--- src/core/gain_loop_regs.svh ---
// Register offsets, field positions, reset values and timing counts of the gain loop.
`ifndef GAIN_LOOP_REGS_SVH
`define GAIN_LOOP_REGS_SVH

// Register offsets on the register port.
`define TARGET_ADDR         6'h1B
`define ABS_THR_ADDR        6'h1C
`define GAIN_CTRL_ADDR      6'h1D
`define MANUAL_GAIN_ADDR    6'h2F

// Field positions.
`define HYST_FIELD          7:6
`define WAIT_FIELD          5:4
`define HOLD_FIELD          3:2
`define FILT_FIELD          1:0
`define THR_FIELD           3:0
`define TARGET_FIELD        2:0
`define MAN_ANALOG_FIELD    5:3
`define MAN_DIGITAL_FIELD   2:0

// Reset values.
`define GAIN_CTRL_RESET     8'h91
`define ABS_THR_RESET       4'h0
`define TARGET_RESET        3'h3
`define MANUAL_GAIN_RESET   6'h00

// Absolute threshold code that switches the criterion off.
`define THR_DISABLED        4'h8

// Gain hold codes.
`define HOLD_NONE           2'h0
`define HOLD_ON_SYNC        2'h1
`define HOLD_ANALOG         2'h2
`define HOLD_ALL            2'h3

// Averaging and waiting in channel filter samples.
`define AVG_BASE_LOG2       3
`define WAIT_UNIT_SAMPLES   6'h08

// Amplitude target in dB per target code.
`define TARGET_DB_0         8'h18
`define TARGET_DB_1         8'h1B
`define TARGET_DB_2         8'h1E
`define TARGET_DB_3         8'h21
`define TARGET_DB_4         8'h24
`define TARGET_DB_5         8'h26
`define TARGET_DB_6         8'h28
`define TARGET_DB_7         8'h2A

// Dead zone limits in dB above (UP) and below (DN) the target per hysteresis code.
`define DZ_UP_0             10'h001
`define DZ_DN_0             10'h001
`define DZ_UP_1             10'h002
`define DZ_DN_1             10'h001
`define DZ_UP_2             10'h003
`define DZ_DN_2             10'h002
`define DZ_UP_3             10'h005
`define DZ_DN_3             10'h003

// Extra margin before the loop reverses direction, and gain per reduction step.
`define REVERSAL_MARGIN_DB  10'h001
`define GAIN_STEP_DB        4'h3
`define GAIN_MAX_STEP       3'h7
`define GAIN_MIN_STEP       3'h0

`endif

--- src/core/gain_loop_pkg.sv ---
// Types shared by the gain loop modules.
package gain_loop_pkg;

   typedef enum logic [1:0] {
      DIR_NONE,
      DIR_DOWN,
      DIR_UP
   } step_dir_t;

   typedef enum logic [0:0] {
      ST_ACCUM,
      ST_WAIT
   } loop_state_t;

   typedef struct packed {
      logic [13:0] sum;
      logic [6:0]  count;
      logic [7:0]  average;
      logic        valid;
   } averager_state_t;

endpackage

--- src/core/sample_averager.sv ---
// Running block average of channel filter amplitude samples.
`timescale 1ns/10ps
`include "gain_loop_regs.svh"

module sample_averager
(
   // Clock and reset.
   input  wire logic       ref_clk_in,
   input  wire logic       reset_n_in,
   // Control.
   input  wire logic       clear_in,
   input  wire logic [1:0] length_sel_in,
   // Samples.
   input  wire logic       sample_valid_in,
   input  wire logic [7:0] sample_amp_in,
   // Result.
   output logic            avg_valid_out,
   output logic [7:0]      avg_out
);

   gain_loop_pkg::averager_state_t st_q;
   gain_loop_pkg::averager_state_t st_d;
   logic [2:0]                     shift_amt;
   logic [6:0]                     length_smp;
   logic [13:0]                    new_sum;
   logic [13:0]                    shifted;

   //////////////////////////////////////////////////////////////////////////////
   // Length 8 << sel gives 8, 16, 32 or 64; a power of two keeps the divide a shift.
   always_comb
   begin
      st_d       = st_q;
      st_d.valid = 1'b0;
      shift_amt  = 3'(`AVG_BASE_LOG2) + {1'b0, length_sel_in};
      length_smp = 7'(7'h01 << shift_amt);
      new_sum    = st_q.sum + {6'h00, sample_amp_in};
      shifted    = new_sum >> shift_amt;
      if (clear_in)
      begin
         st_d.sum   = 14'h0000;
         st_d.count = 7'h00;
      end
      else if (sample_valid_in)
      begin
         if (7'(st_q.count + 7'h01) >= length_smp)
         begin
            st_d.average = shifted[7:0];
            st_d.valid   = 1'b1;
            st_d.sum     = 14'h0000;
            st_d.count   = 7'h00;
         end
         else
         begin
            st_d.sum   = new_sum;
            st_d.count = 7'(st_q.count + 7'h01);
         end
      end
   end

   // State register.
   always_ff @(posedge ref_clk_in or negedge reset_n_in)
   begin
      if (!reset_n_in)
         st_q <= '0;
      else
         st_q <= st_d;
   end

   assign avg_valid_out = st_q.valid;
   assign avg_out       = st_q.average;

endmodule

--- src/core/rx_gain_control_loop.sv ---
// Receiver gain control loop with its control registers and absolute carrier sense.
`timescale 1ns/10ps
`include "gain_loop_regs.svh"

module rx_gain_control_loop
(
   // Clock and reset.
   input  wire logic       ref_clk_in,
   input  wire logic       reset_n_in,
   // Register port.
   input  wire logic       reg_wr_in,
   input  wire logic       reg_rd_in,
   input  wire logic [5:0] reg_addr_in,
   input  wire logic [7:0] reg_wdata_in,
   output logic [7:0]      reg_rdata_out,
   // Channel filter samples and packet events.
   input  wire logic       sample_valid_in,
   input  wire logic [7:0] sample_amp_in,
   input  wire logic       sync_found_in,
   input  wire logic       rx_restart_in,
   // Gain and carrier sense.
   output logic [2:0]      analog_reduction_out,
   output logic [2:0]      digital_reduction_out,
   output logic            carrier_sense_out
);

   typedef struct packed {
      gain_loop_pkg::loop_state_t state;
      gain_loop_pkg::step_dir_t   last_dir;
      logic [5:0]                 wait_cnt;
      logic [7:0]                 gain_ctrl;
      logic [3:0]                 abs_thr;
      logic [2:0]                 target;
      logic [5:0]                 manual_gain;
      logic [2:0]                 analog_red;
      logic [2:0]                 digital_red;
      logic                       sync_seen;
      logic                       cs;
      logic [7:0]                 rdata;
   } loop_regs_t;

   loop_regs_t  r_q;
   loop_regs_t  r_d;
   logic        avg_valid;
   logic [7:0]  avg_amp;
   logic        avg_clear;
   logic        avg_sample;
   logic [7:0]  target_db;
   logic [9:0]  deviation;
   logic [9:0]  up_limit;
   logic [9:0]  dn_limit;
   logic [9:0]  level_db;
   logic [9:0]  thr_db;
   logic [3:0]  total_red;
   logic        too_strong;
   logic        too_weak;
   logic        analog_free;
   logic        digital_free;
   logic [5:0]  wait_len;

   //////////////////////////////////////////////////////////////////////////////
   // Averaging feeds only while accumulating, so samples taken during the
   // settling wait never reach an average.
   assign avg_sample = sample_valid_in && (r_q.state == gain_loop_pkg::ST_ACCUM);

   sample_averager u_averager
   (
      .ref_clk_in      (ref_clk_in),
      .reset_n_in      (reset_n_in),
      .clear_in        (avg_clear),
      .length_sel_in   (r_q.gain_ctrl[`FILT_FIELD]),
      .sample_valid_in (avg_sample),
      .sample_amp_in   (sample_amp_in),
      .avg_valid_out   (avg_valid),
      .avg_out         (avg_amp)
   );

   //////////////////////////////////////////////////////////////////////////////
   // Target level and dead zone lookups.
   always_comb
   begin
      case (r_q.target)
         3'h0:    target_db = `TARGET_DB_0;
         3'h1:    target_db = `TARGET_DB_1;
         3'h2:    target_db = `TARGET_DB_2;
         3'h3:    target_db = `TARGET_DB_3;
         3'h4:    target_db = `TARGET_DB_4;
         3'h5:    target_db = `TARGET_DB_5;
         3'h6:    target_db = `TARGET_DB_6;
         default: target_db = `TARGET_DB_7;
      endcase
      case (r_q.gain_ctrl[`HYST_FIELD])
         2'h0:
         begin
            up_limit = `DZ_UP_0;
            dn_limit = `DZ_DN_0;
         end
         2'h1:
         begin
            up_limit = `DZ_UP_1;
            dn_limit = `DZ_DN_1;
         end
         2'h2:
         begin
            up_limit = `DZ_UP_2;
            dn_limit = `DZ_DN_2;
         end
         default:
         begin
            up_limit = `DZ_UP_3;
            dn_limit = `DZ_DN_3;
         end
      endcase
      // Reversing direction needs an extra margin so the loop cannot chatter.
      if (r_q.last_dir == gain_loop_pkg::DIR_UP)
         up_limit = up_limit + `REVERSAL_MARGIN_DB;
      if (r_q.last_dir == gain_loop_pkg::DIR_DOWN)
         dn_limit = dn_limit + `REVERSAL_MARGIN_DB;
   end

   //////////////////////////////////////////////////////////////////////////////
   // Deviation and level estimate, all in signed 10-bit dB.
   assign deviation  = {2'b00, avg_amp} - {2'b00, target_db};
   assign too_strong = $signed(deviation) > $signed(up_limit);
   assign too_weak   = $signed(deviation) < -$signed(dn_limit);
   assign total_red  = {1'b0, r_q.analog_red} + {1'b0, r_q.digital_red};
   // Gain taken out is added back so the level reads as the antenna level.
   assign level_db   = {2'b00, avg_amp} + 10'({6'h00, total_red} * {6'h00, `GAIN_STEP_DB});
   // Sign extension turns 1001..1111 into -7..-1 dB and 0001..0111 into +1..+7 dB.
   assign thr_db     = {2'b00, target_db} + {{6{r_q.abs_thr[3]}}, r_q.abs_thr};
   assign wait_len   = 6'({4'h0, r_q.gain_ctrl[`WAIT_FIELD]} + 6'h01) * `WAIT_UNIT_SAMPLES;

   //////////////////////////////////////////////////////////////////////////////
   // Which stages may move under the current hold setting.
   always_comb
   begin
      case (r_q.gain_ctrl[`HOLD_FIELD])
         `HOLD_NONE:
         begin
            analog_free  = 1'b1;
            digital_free = 1'b1;
         end
         `HOLD_ON_SYNC:
         begin
            analog_free  = !r_q.sync_seen;
            digital_free = !r_q.sync_seen;
         end
         `HOLD_ANALOG:
         begin
            analog_free  = 1'b0;
            digital_free = 1'b1;
         end
         default:
         begin
            analog_free  = 1'b0;
            digital_free = 1'b0;
         end
      endcase
   end

   //////////////////////////////////////////////////////////////////////////////
   // Next state: registers, loop sequencing, gain steps and carrier sense.
   always_comb
   begin
      r_d       = r_q;
      avg_clear = 1'b0;

      // Register writes and registered read data.
      if (reg_wr_in)
      begin
         case (reg_addr_in)
            `TARGET_ADDR:      r_d.target      = reg_wdata_in[`TARGET_FIELD];
            `ABS_THR_ADDR:     r_d.abs_thr     = reg_wdata_in[`THR_FIELD];
            `GAIN_CTRL_ADDR:   r_d.gain_ctrl   = reg_wdata_in;
            `MANUAL_GAIN_ADDR: r_d.manual_gain = {reg_wdata_in[`MAN_ANALOG_FIELD], reg_wdata_in[`MAN_DIGITAL_FIELD]};
            default:           r_d.gain_ctrl   = r_q.gain_ctrl;
         endcase
      end
      if (reg_rd_in)
      begin
         case (reg_addr_in)
            `TARGET_ADDR:      r_d.rdata = {5'h00, r_q.target};
            `ABS_THR_ADDR:     r_d.rdata = {4'h0, r_q.abs_thr};
            `GAIN_CTRL_ADDR:   r_d.rdata = r_q.gain_ctrl;
            `MANUAL_GAIN_ADDR: r_d.rdata = {2'b00, r_q.analog_red, r_q.digital_red};
            default:           r_d.rdata = 8'h00;
         endcase
      end

      // Sync capture; a sync in the restart cycle still counts.
      if (rx_restart_in)
         r_d.sync_seen = 1'b0;
      if (sync_found_in)
         r_d.sync_seen = 1'b1;

      case (r_q.state)
         gain_loop_pkg::ST_ACCUM:
         begin
            if (avg_valid)
            begin
               if (too_strong && analog_free && (r_q.analog_red != `GAIN_MAX_STEP))
               begin
                  r_d.analog_red = 3'(r_q.analog_red + 3'h1);
                  r_d.last_dir   = gain_loop_pkg::DIR_DOWN;
               end
               else if (too_strong && digital_free && (r_q.digital_red != `GAIN_MAX_STEP))
               begin
                  r_d.digital_red = 3'(r_q.digital_red + 3'h1);
                  r_d.last_dir    = gain_loop_pkg::DIR_DOWN;
               end
               else if (too_weak && digital_free && (r_q.digital_red != `GAIN_MIN_STEP))
               begin
                  r_d.digital_red = 3'(r_q.digital_red - 3'h1);
                  r_d.last_dir    = gain_loop_pkg::DIR_UP;
               end
               else if (too_weak && analog_free && (r_q.analog_red != `GAIN_MIN_STEP))
               begin
                  r_d.analog_red = 3'(r_q.analog_red - 3'h1);
                  r_d.last_dir   = gain_loop_pkg::DIR_UP;
               end
               // Any step starts the settling wait and drops the partial average.
               if ((r_d.analog_red != r_q.analog_red) || (r_d.digital_red != r_q.digital_red))
               begin
                  r_d.state    = gain_loop_pkg::ST_WAIT;
                  r_d.wait_cnt = 6'h00;
                  avg_clear    = 1'b1;
               end
            end
         end
         gain_loop_pkg::ST_WAIT:
         begin
            avg_clear = 1'b1;
            if (sample_valid_in)
            begin
               if (6'(r_q.wait_cnt + 6'h01) >= wait_len)
                  r_d.state = gain_loop_pkg::ST_ACCUM;
               else
                  r_d.wait_cnt = 6'(r_q.wait_cnt + 6'h01);
            end
         end
         default:
         begin
            r_d.state = gain_loop_pkg::ST_ACCUM;
         end
      endcase

      // Under full hold, software owns both stages.
      if (r_q.gain_ctrl[`HOLD_FIELD] == `HOLD_ALL)
      begin
         r_d.analog_red  = r_q.manual_gain[`MAN_ANALOG_FIELD];
         r_d.digital_red = r_q.manual_gain[`MAN_DIGITAL_FIELD];
         r_d.state       = gain_loop_pkg::ST_ACCUM;
      end

      // Carrier sense follows each fresh average; disabled code forces it low.
      if (r_q.abs_thr == `THR_DISABLED)
         r_d.cs = 1'b0;
      else if (avg_valid)
         r_d.cs = $signed(level_db) >= $signed(thr_db);
   end

   // State register.
   always_ff @(posedge ref_clk_in or negedge reset_n_in)
   begin
      if (!reset_n_in)
      begin
         r_q             <= '0;
         r_q.gain_ctrl   <= `GAIN_CTRL_RESET;
         r_q.abs_thr     <= `ABS_THR_RESET;
         r_q.target      <= `TARGET_RESET;
         r_q.manual_gain <= `MANUAL_GAIN_RESET;
      end
      else
         r_q <= r_d;
   end

   assign reg_rdata_out         = r_q.rdata;
   assign analog_reduction_out  = r_q.analog_red;
   assign digital_reduction_out = r_q.digital_red;
   assign carrier_sense_out     = r_q.cs;

endmodule

--- config.mk ---
export PLATFORM = sky130hd
export DESIGN_NAME = rx_gain_control_loop
export DESIGN_NICKNAME = d
export VERILOG_FILES = /design/src/core/gain_loop_pkg.sv /design/src/core/sample_averager.sv /design/src/core/rx_gain_control_loop.sv
export VERILOG_INCLUDE_DIRS = /design/src /design/src/core
export SDC_FILE = /design/constraint.sdc
export NUM_CORES = 1
export LEC_CHECK = 0
export ABC_AREA = 1
export BUFFER_PORTS_ARGS = -buffer_cell sky130_fd_sc_hd__buf_2
export CAP_MARGIN = 0
export CORE_MARGIN = 5
export CORE_UTILIZATION = 40
export DETAILED_ROUTE_END_ITERATION = 12
export SLEW_MARGIN = 20
export SYNTH_ARGS = -nofsm -noshare
export SYNTH_HDL_FRONTEND = slang
export SYNTH_HIERARCHICAL = 1
export SYNTH_SLANG_ARGS = --single-unit
export TNS_END_PERCENT = 100
--- constraint.sdc ---
create_clock -name ref_clk_in -period 4 [get_ports ref_clk_in]
set_input_delay 0.6 -clock ref_clk_in [delete_from_list [all_inputs] [get_ports ref_clk_in]]
set_output_delay 0.6 -clock ref_clk_in [all_outputs]
set_load 0.005 [all_outputs]
==> reports/qor.yml <==
routing:
  wl_per_cell_um: 13.94
  vias: 5711
  wl_mm: 16.07
  vias_per_cell: 4.953
  drc: 0
  ant_nets: 0
  firstDrtPassIters: 5
  drt_iter0_markers: 326
power_and_ir_drop:
  p_int_uw: 2975
  ir_drop_mv: 0.3796
  p_per_area_mw_per_mm2: 764.9
  power_frac_clock: 0.159
  swShare: 0.4756
  seq_power_share: 0.209
  comb_power_share: 0.633
  switchingPower_uw: 2698
  p_leak_uw: 0.003921
clocking:
  htree_num_levels: 3
  cts_sinks: 76
  numCtsBuffers: 9
  clkTransAtPathRegs_ps: 60
  cts_tree: "yes"
  cts_buffer_depth: 2
  cts-root-buf: "clkbuf_16"
  clk_latency_ps: 350
sta:
  worst_slack_ps: 178.8
  hold_viol_final: 0
  maxSlewHeadroom: 0.2411
  holdWs_ps: 301.2
  drv_slew: 0
  worst_slew_pin_slew_ps: 1128
  fmax_mhz: 261.7
  setup_viol: 0
  min_period_ps: 3821
  min_period_over_period: 0.9553
  finalClockSkew_ps: 10.32
setup_path:
  cp.arrival_ps: 4090
  required_ps: 4270
  worstSetupEndpointType: "register"
  start_kind: "register"
  reg2reg_slack_ps: 180
  r2r-end: "u_averager/st_q[24]$_DFFE_PN0P_"
  crit_type: "register to register"
  path_max_fanout: 5
  rr_worst_depth: 26
  r2r_start: "r_q[23]$_DFFE_PN1P_"
synthesis:
  yosysMostFrequentCell: "nand2_1"
  ys_types: 51
  synth_area_sq_mm: 0.006564
  ys_seq_elements: 76
  yosys_warnings: 6
  synth_common_cells: "246 x nand2_1, 116 x inv_1, 71 x dfrtp_1, 71 x ha_1, 67 x nand3_1"
  synth-edff-count: 0
  synth_flop_cell: "dfrtp_1"
  yosysSeqAreaShare: 0.2907
  synth.net_count: 997
  async_reset_ff_frac: 1.000
  yosysTopAreaCell: "dfrtp_1"
  synth_top_area_frac: 0.2707
  synthTopCellsByArea: "dfrtp_1 27%, nand2_1 14%, ha_1 14%"
  syn_avg_cell_area_sq_um: 7.383
  synth_cells: 889
layout:
  postLayoutCoreUtil: 0.4635
  drive_gt1_frac: 0.1526
  n_fill_cell: 1671
  area_growth_pct: 12.98
  nNetsFinal: 1040
  insertedDiodeCount: 0
  finalInstanceArea_sq_mm: 0.007416
run_status:
  status: "complete, no violations"
global_routing:
  overflow: 0
  grt_pass1_wl_mm: 26.72
  grt_usage: 0.1684
  grt_pass1_vias: 5400
  grt_max_degree: 56
  antenna_found_initial: 0
job:
  maxCapViolations: 0
die:
  fp.dieH_um: 138.1
  fp.coreArea_sq_mm: 0.01600
  initial_core_util: 0.4102
  rows: 46
  io_pins: 44
  dieWidth_um: 138.1
  die-area_sq_mm: 0.01907
place:
  dpl_cell_area_sq_mm: 0.006923
  dpl.hpwl_mm: 12.58
  dp_slack_ps: 75.32
  port-buffer-count: 43
  place_congestion: 0.8631
worst_hold_path:
  hp-class: "primary input to asynchronous set/reset pin"
## repair_timing
item | CTS | global route
hold buffers | 0 | 0
setup endpoints to repair | 0 | 31
buffers inserted | 0 | 7
gates resized for setup | 0 | 32
## cells by family (layout without fill, tap and decap cells)
| logic type | Yosys count | count (layout) | synth area share |
|---|---|---|---|
| buffers and inverters | 155 | 203 | 0.1020 |
| AO/OA/AOI/OAI | 127 | 127 | 0.1134 |
| multiplexers | 1 | 1 | 0.001525 |
| XOR/XNOR | 30 | 30 | 0.04003 |
| other | 1 | 1 | 0.0005713 |
| flip-flops | 76 | 76 | 0.2907 |
| adder cells (fa/ha/maj) | 79 | 79 | 0.1597 |
| AND/OR/NAND/NOR | 420 | 420 | 0.2920 |
## power by group through the flow
stage	Combinational, uW	Sequential (uW)	Clock [uW]
6_report	3590	1180	901
5_1_grt	4150	1210	954
4_1_cts	3430	1180	923
3_5_place_dp	3400	1190	0
3_3_place_gp	3370	1190	0
2_1_floorplan	2750	1090	0
## layout by cell type, fill, tap and decap left out, types with 4 or more instances in the layout
cell,n
nand3_1,67
a21oi_1,36
xnor2_1,9
dfstp_2,5
nand2_1,244
nor2_2,5
buf_2,43
o21ai_0,44
fa_1,8
nand2_2,14
inv_1,113
a22o_1,5
inv_2,8
o22ai_1,6
a21oi_2,4
o21ai_1,9
nand3_2,5
nor2_1,43
ha_4,4
clkbuf_16,9
buf_4,16
nand3b_1,7
xor2_1,19
nand4_1,17
clkinv_1,4
ha_1,67
dfrtp_1,70
## layout make-up
class	instances	area (sq um)	share of cell area
clock buffer	9	225.2	0.03037
clock inverter	7	98.84	0.01333
inverter	126	476.7	0.06428
multi-input combinational	658	4081	0.5504
sequential	76	1909	0.2575
tap	216	270.3	0.03644
timing repair buffer	60	346.6	0.04674
timing repair inverter	1	7.507	0.001012
## sequential cells by signal (all words and copies together) (netlist names)
| signal | count |
|---|---|
| r_q | 31 |
| u_averager/st_q | 21 |
| reg_rdata_out | 8 |
| u_averager/avg_out | 8 |
| analog_reduction_out | 3 |
| digital_reduction_out | 3 |
| carrier_sense_out | 1 |
| u_averager/avg_valid_out | 1 |
## through the flow
step | power [uW] | cells | setup TNS (ps)
floorplan | 3839 | 889 | 0
finish | 5673 | 1153 | 0
CTS | 5527 | 1144 | 0
detailed placement | 4589 | 1128 | 0
global placement | 4557 | 1128 | 0
global route | 6316 | 1153 | -624.6
## worst max-delay path, cell delays in order (launching register included)
cell and delay [ps]:
dfstp_2 570, inv_2 70, o21ai_2 130, nand2_2 120, ha_4 290, nand2_1 60, nand2_2 90, nand3_2 80
and2_4 170, ha_4 210, a21oi_1 150, o21ai_1 80, nand2_1 60, nand2_1 40, nor2_1 90, nand3b_1 110
nand2_1 80, inv_2 70, o21ai_4 100, nand3_4 90, nand2_1 80, inv_1 70, nor2_2 90, nand4_1 340
clkinvlp_4 300, nand3_1 90, o21ai_0 80
## how the worst max path moves through the flow
stage / start / to / slack [ps] / cells after the start
finish: r_q[23]$_DFFE_PN1P_ / u_averager/st_q[24]$_DFFE_PN0P_ / 180 / 26
global route: r_q[23]$_DFFE_PN1P_ / u_averager/st_q[24]$_DFFE_PN0P_ / -70 / 26
CTS: analog_reduction_out[0]$_DFFE_PN0P_ / carrier_sense_out$_DFFE_PN0P_ / 70 / 16
detailed placement: analog_reduction_out[0]$_DFFE_PN0P_ / carrier_sense_out$_DFFE_PN0P_ / 80 / 16
global placement: analog_reduction_out[0]$_DFFE_PN0P_ / carrier_sense_out$_DFFE_PN0P_ / 110 / 16
floorplan: r_q[22]$_DFFE_PN1P_ / u_averager/avg_out[6]$_DFFE_PN0P_ / 300 / 26
## routing by layer
layer | share of wire | GRT usage
met1 | 0.49 | 0.2341
met2 | 0.46 | 0.2646
met3 | 0.033 | 0.03241
met4 | 0.019 | 0.05460
met5 | 0 | 0
Power figures use the tool's default switching activity.
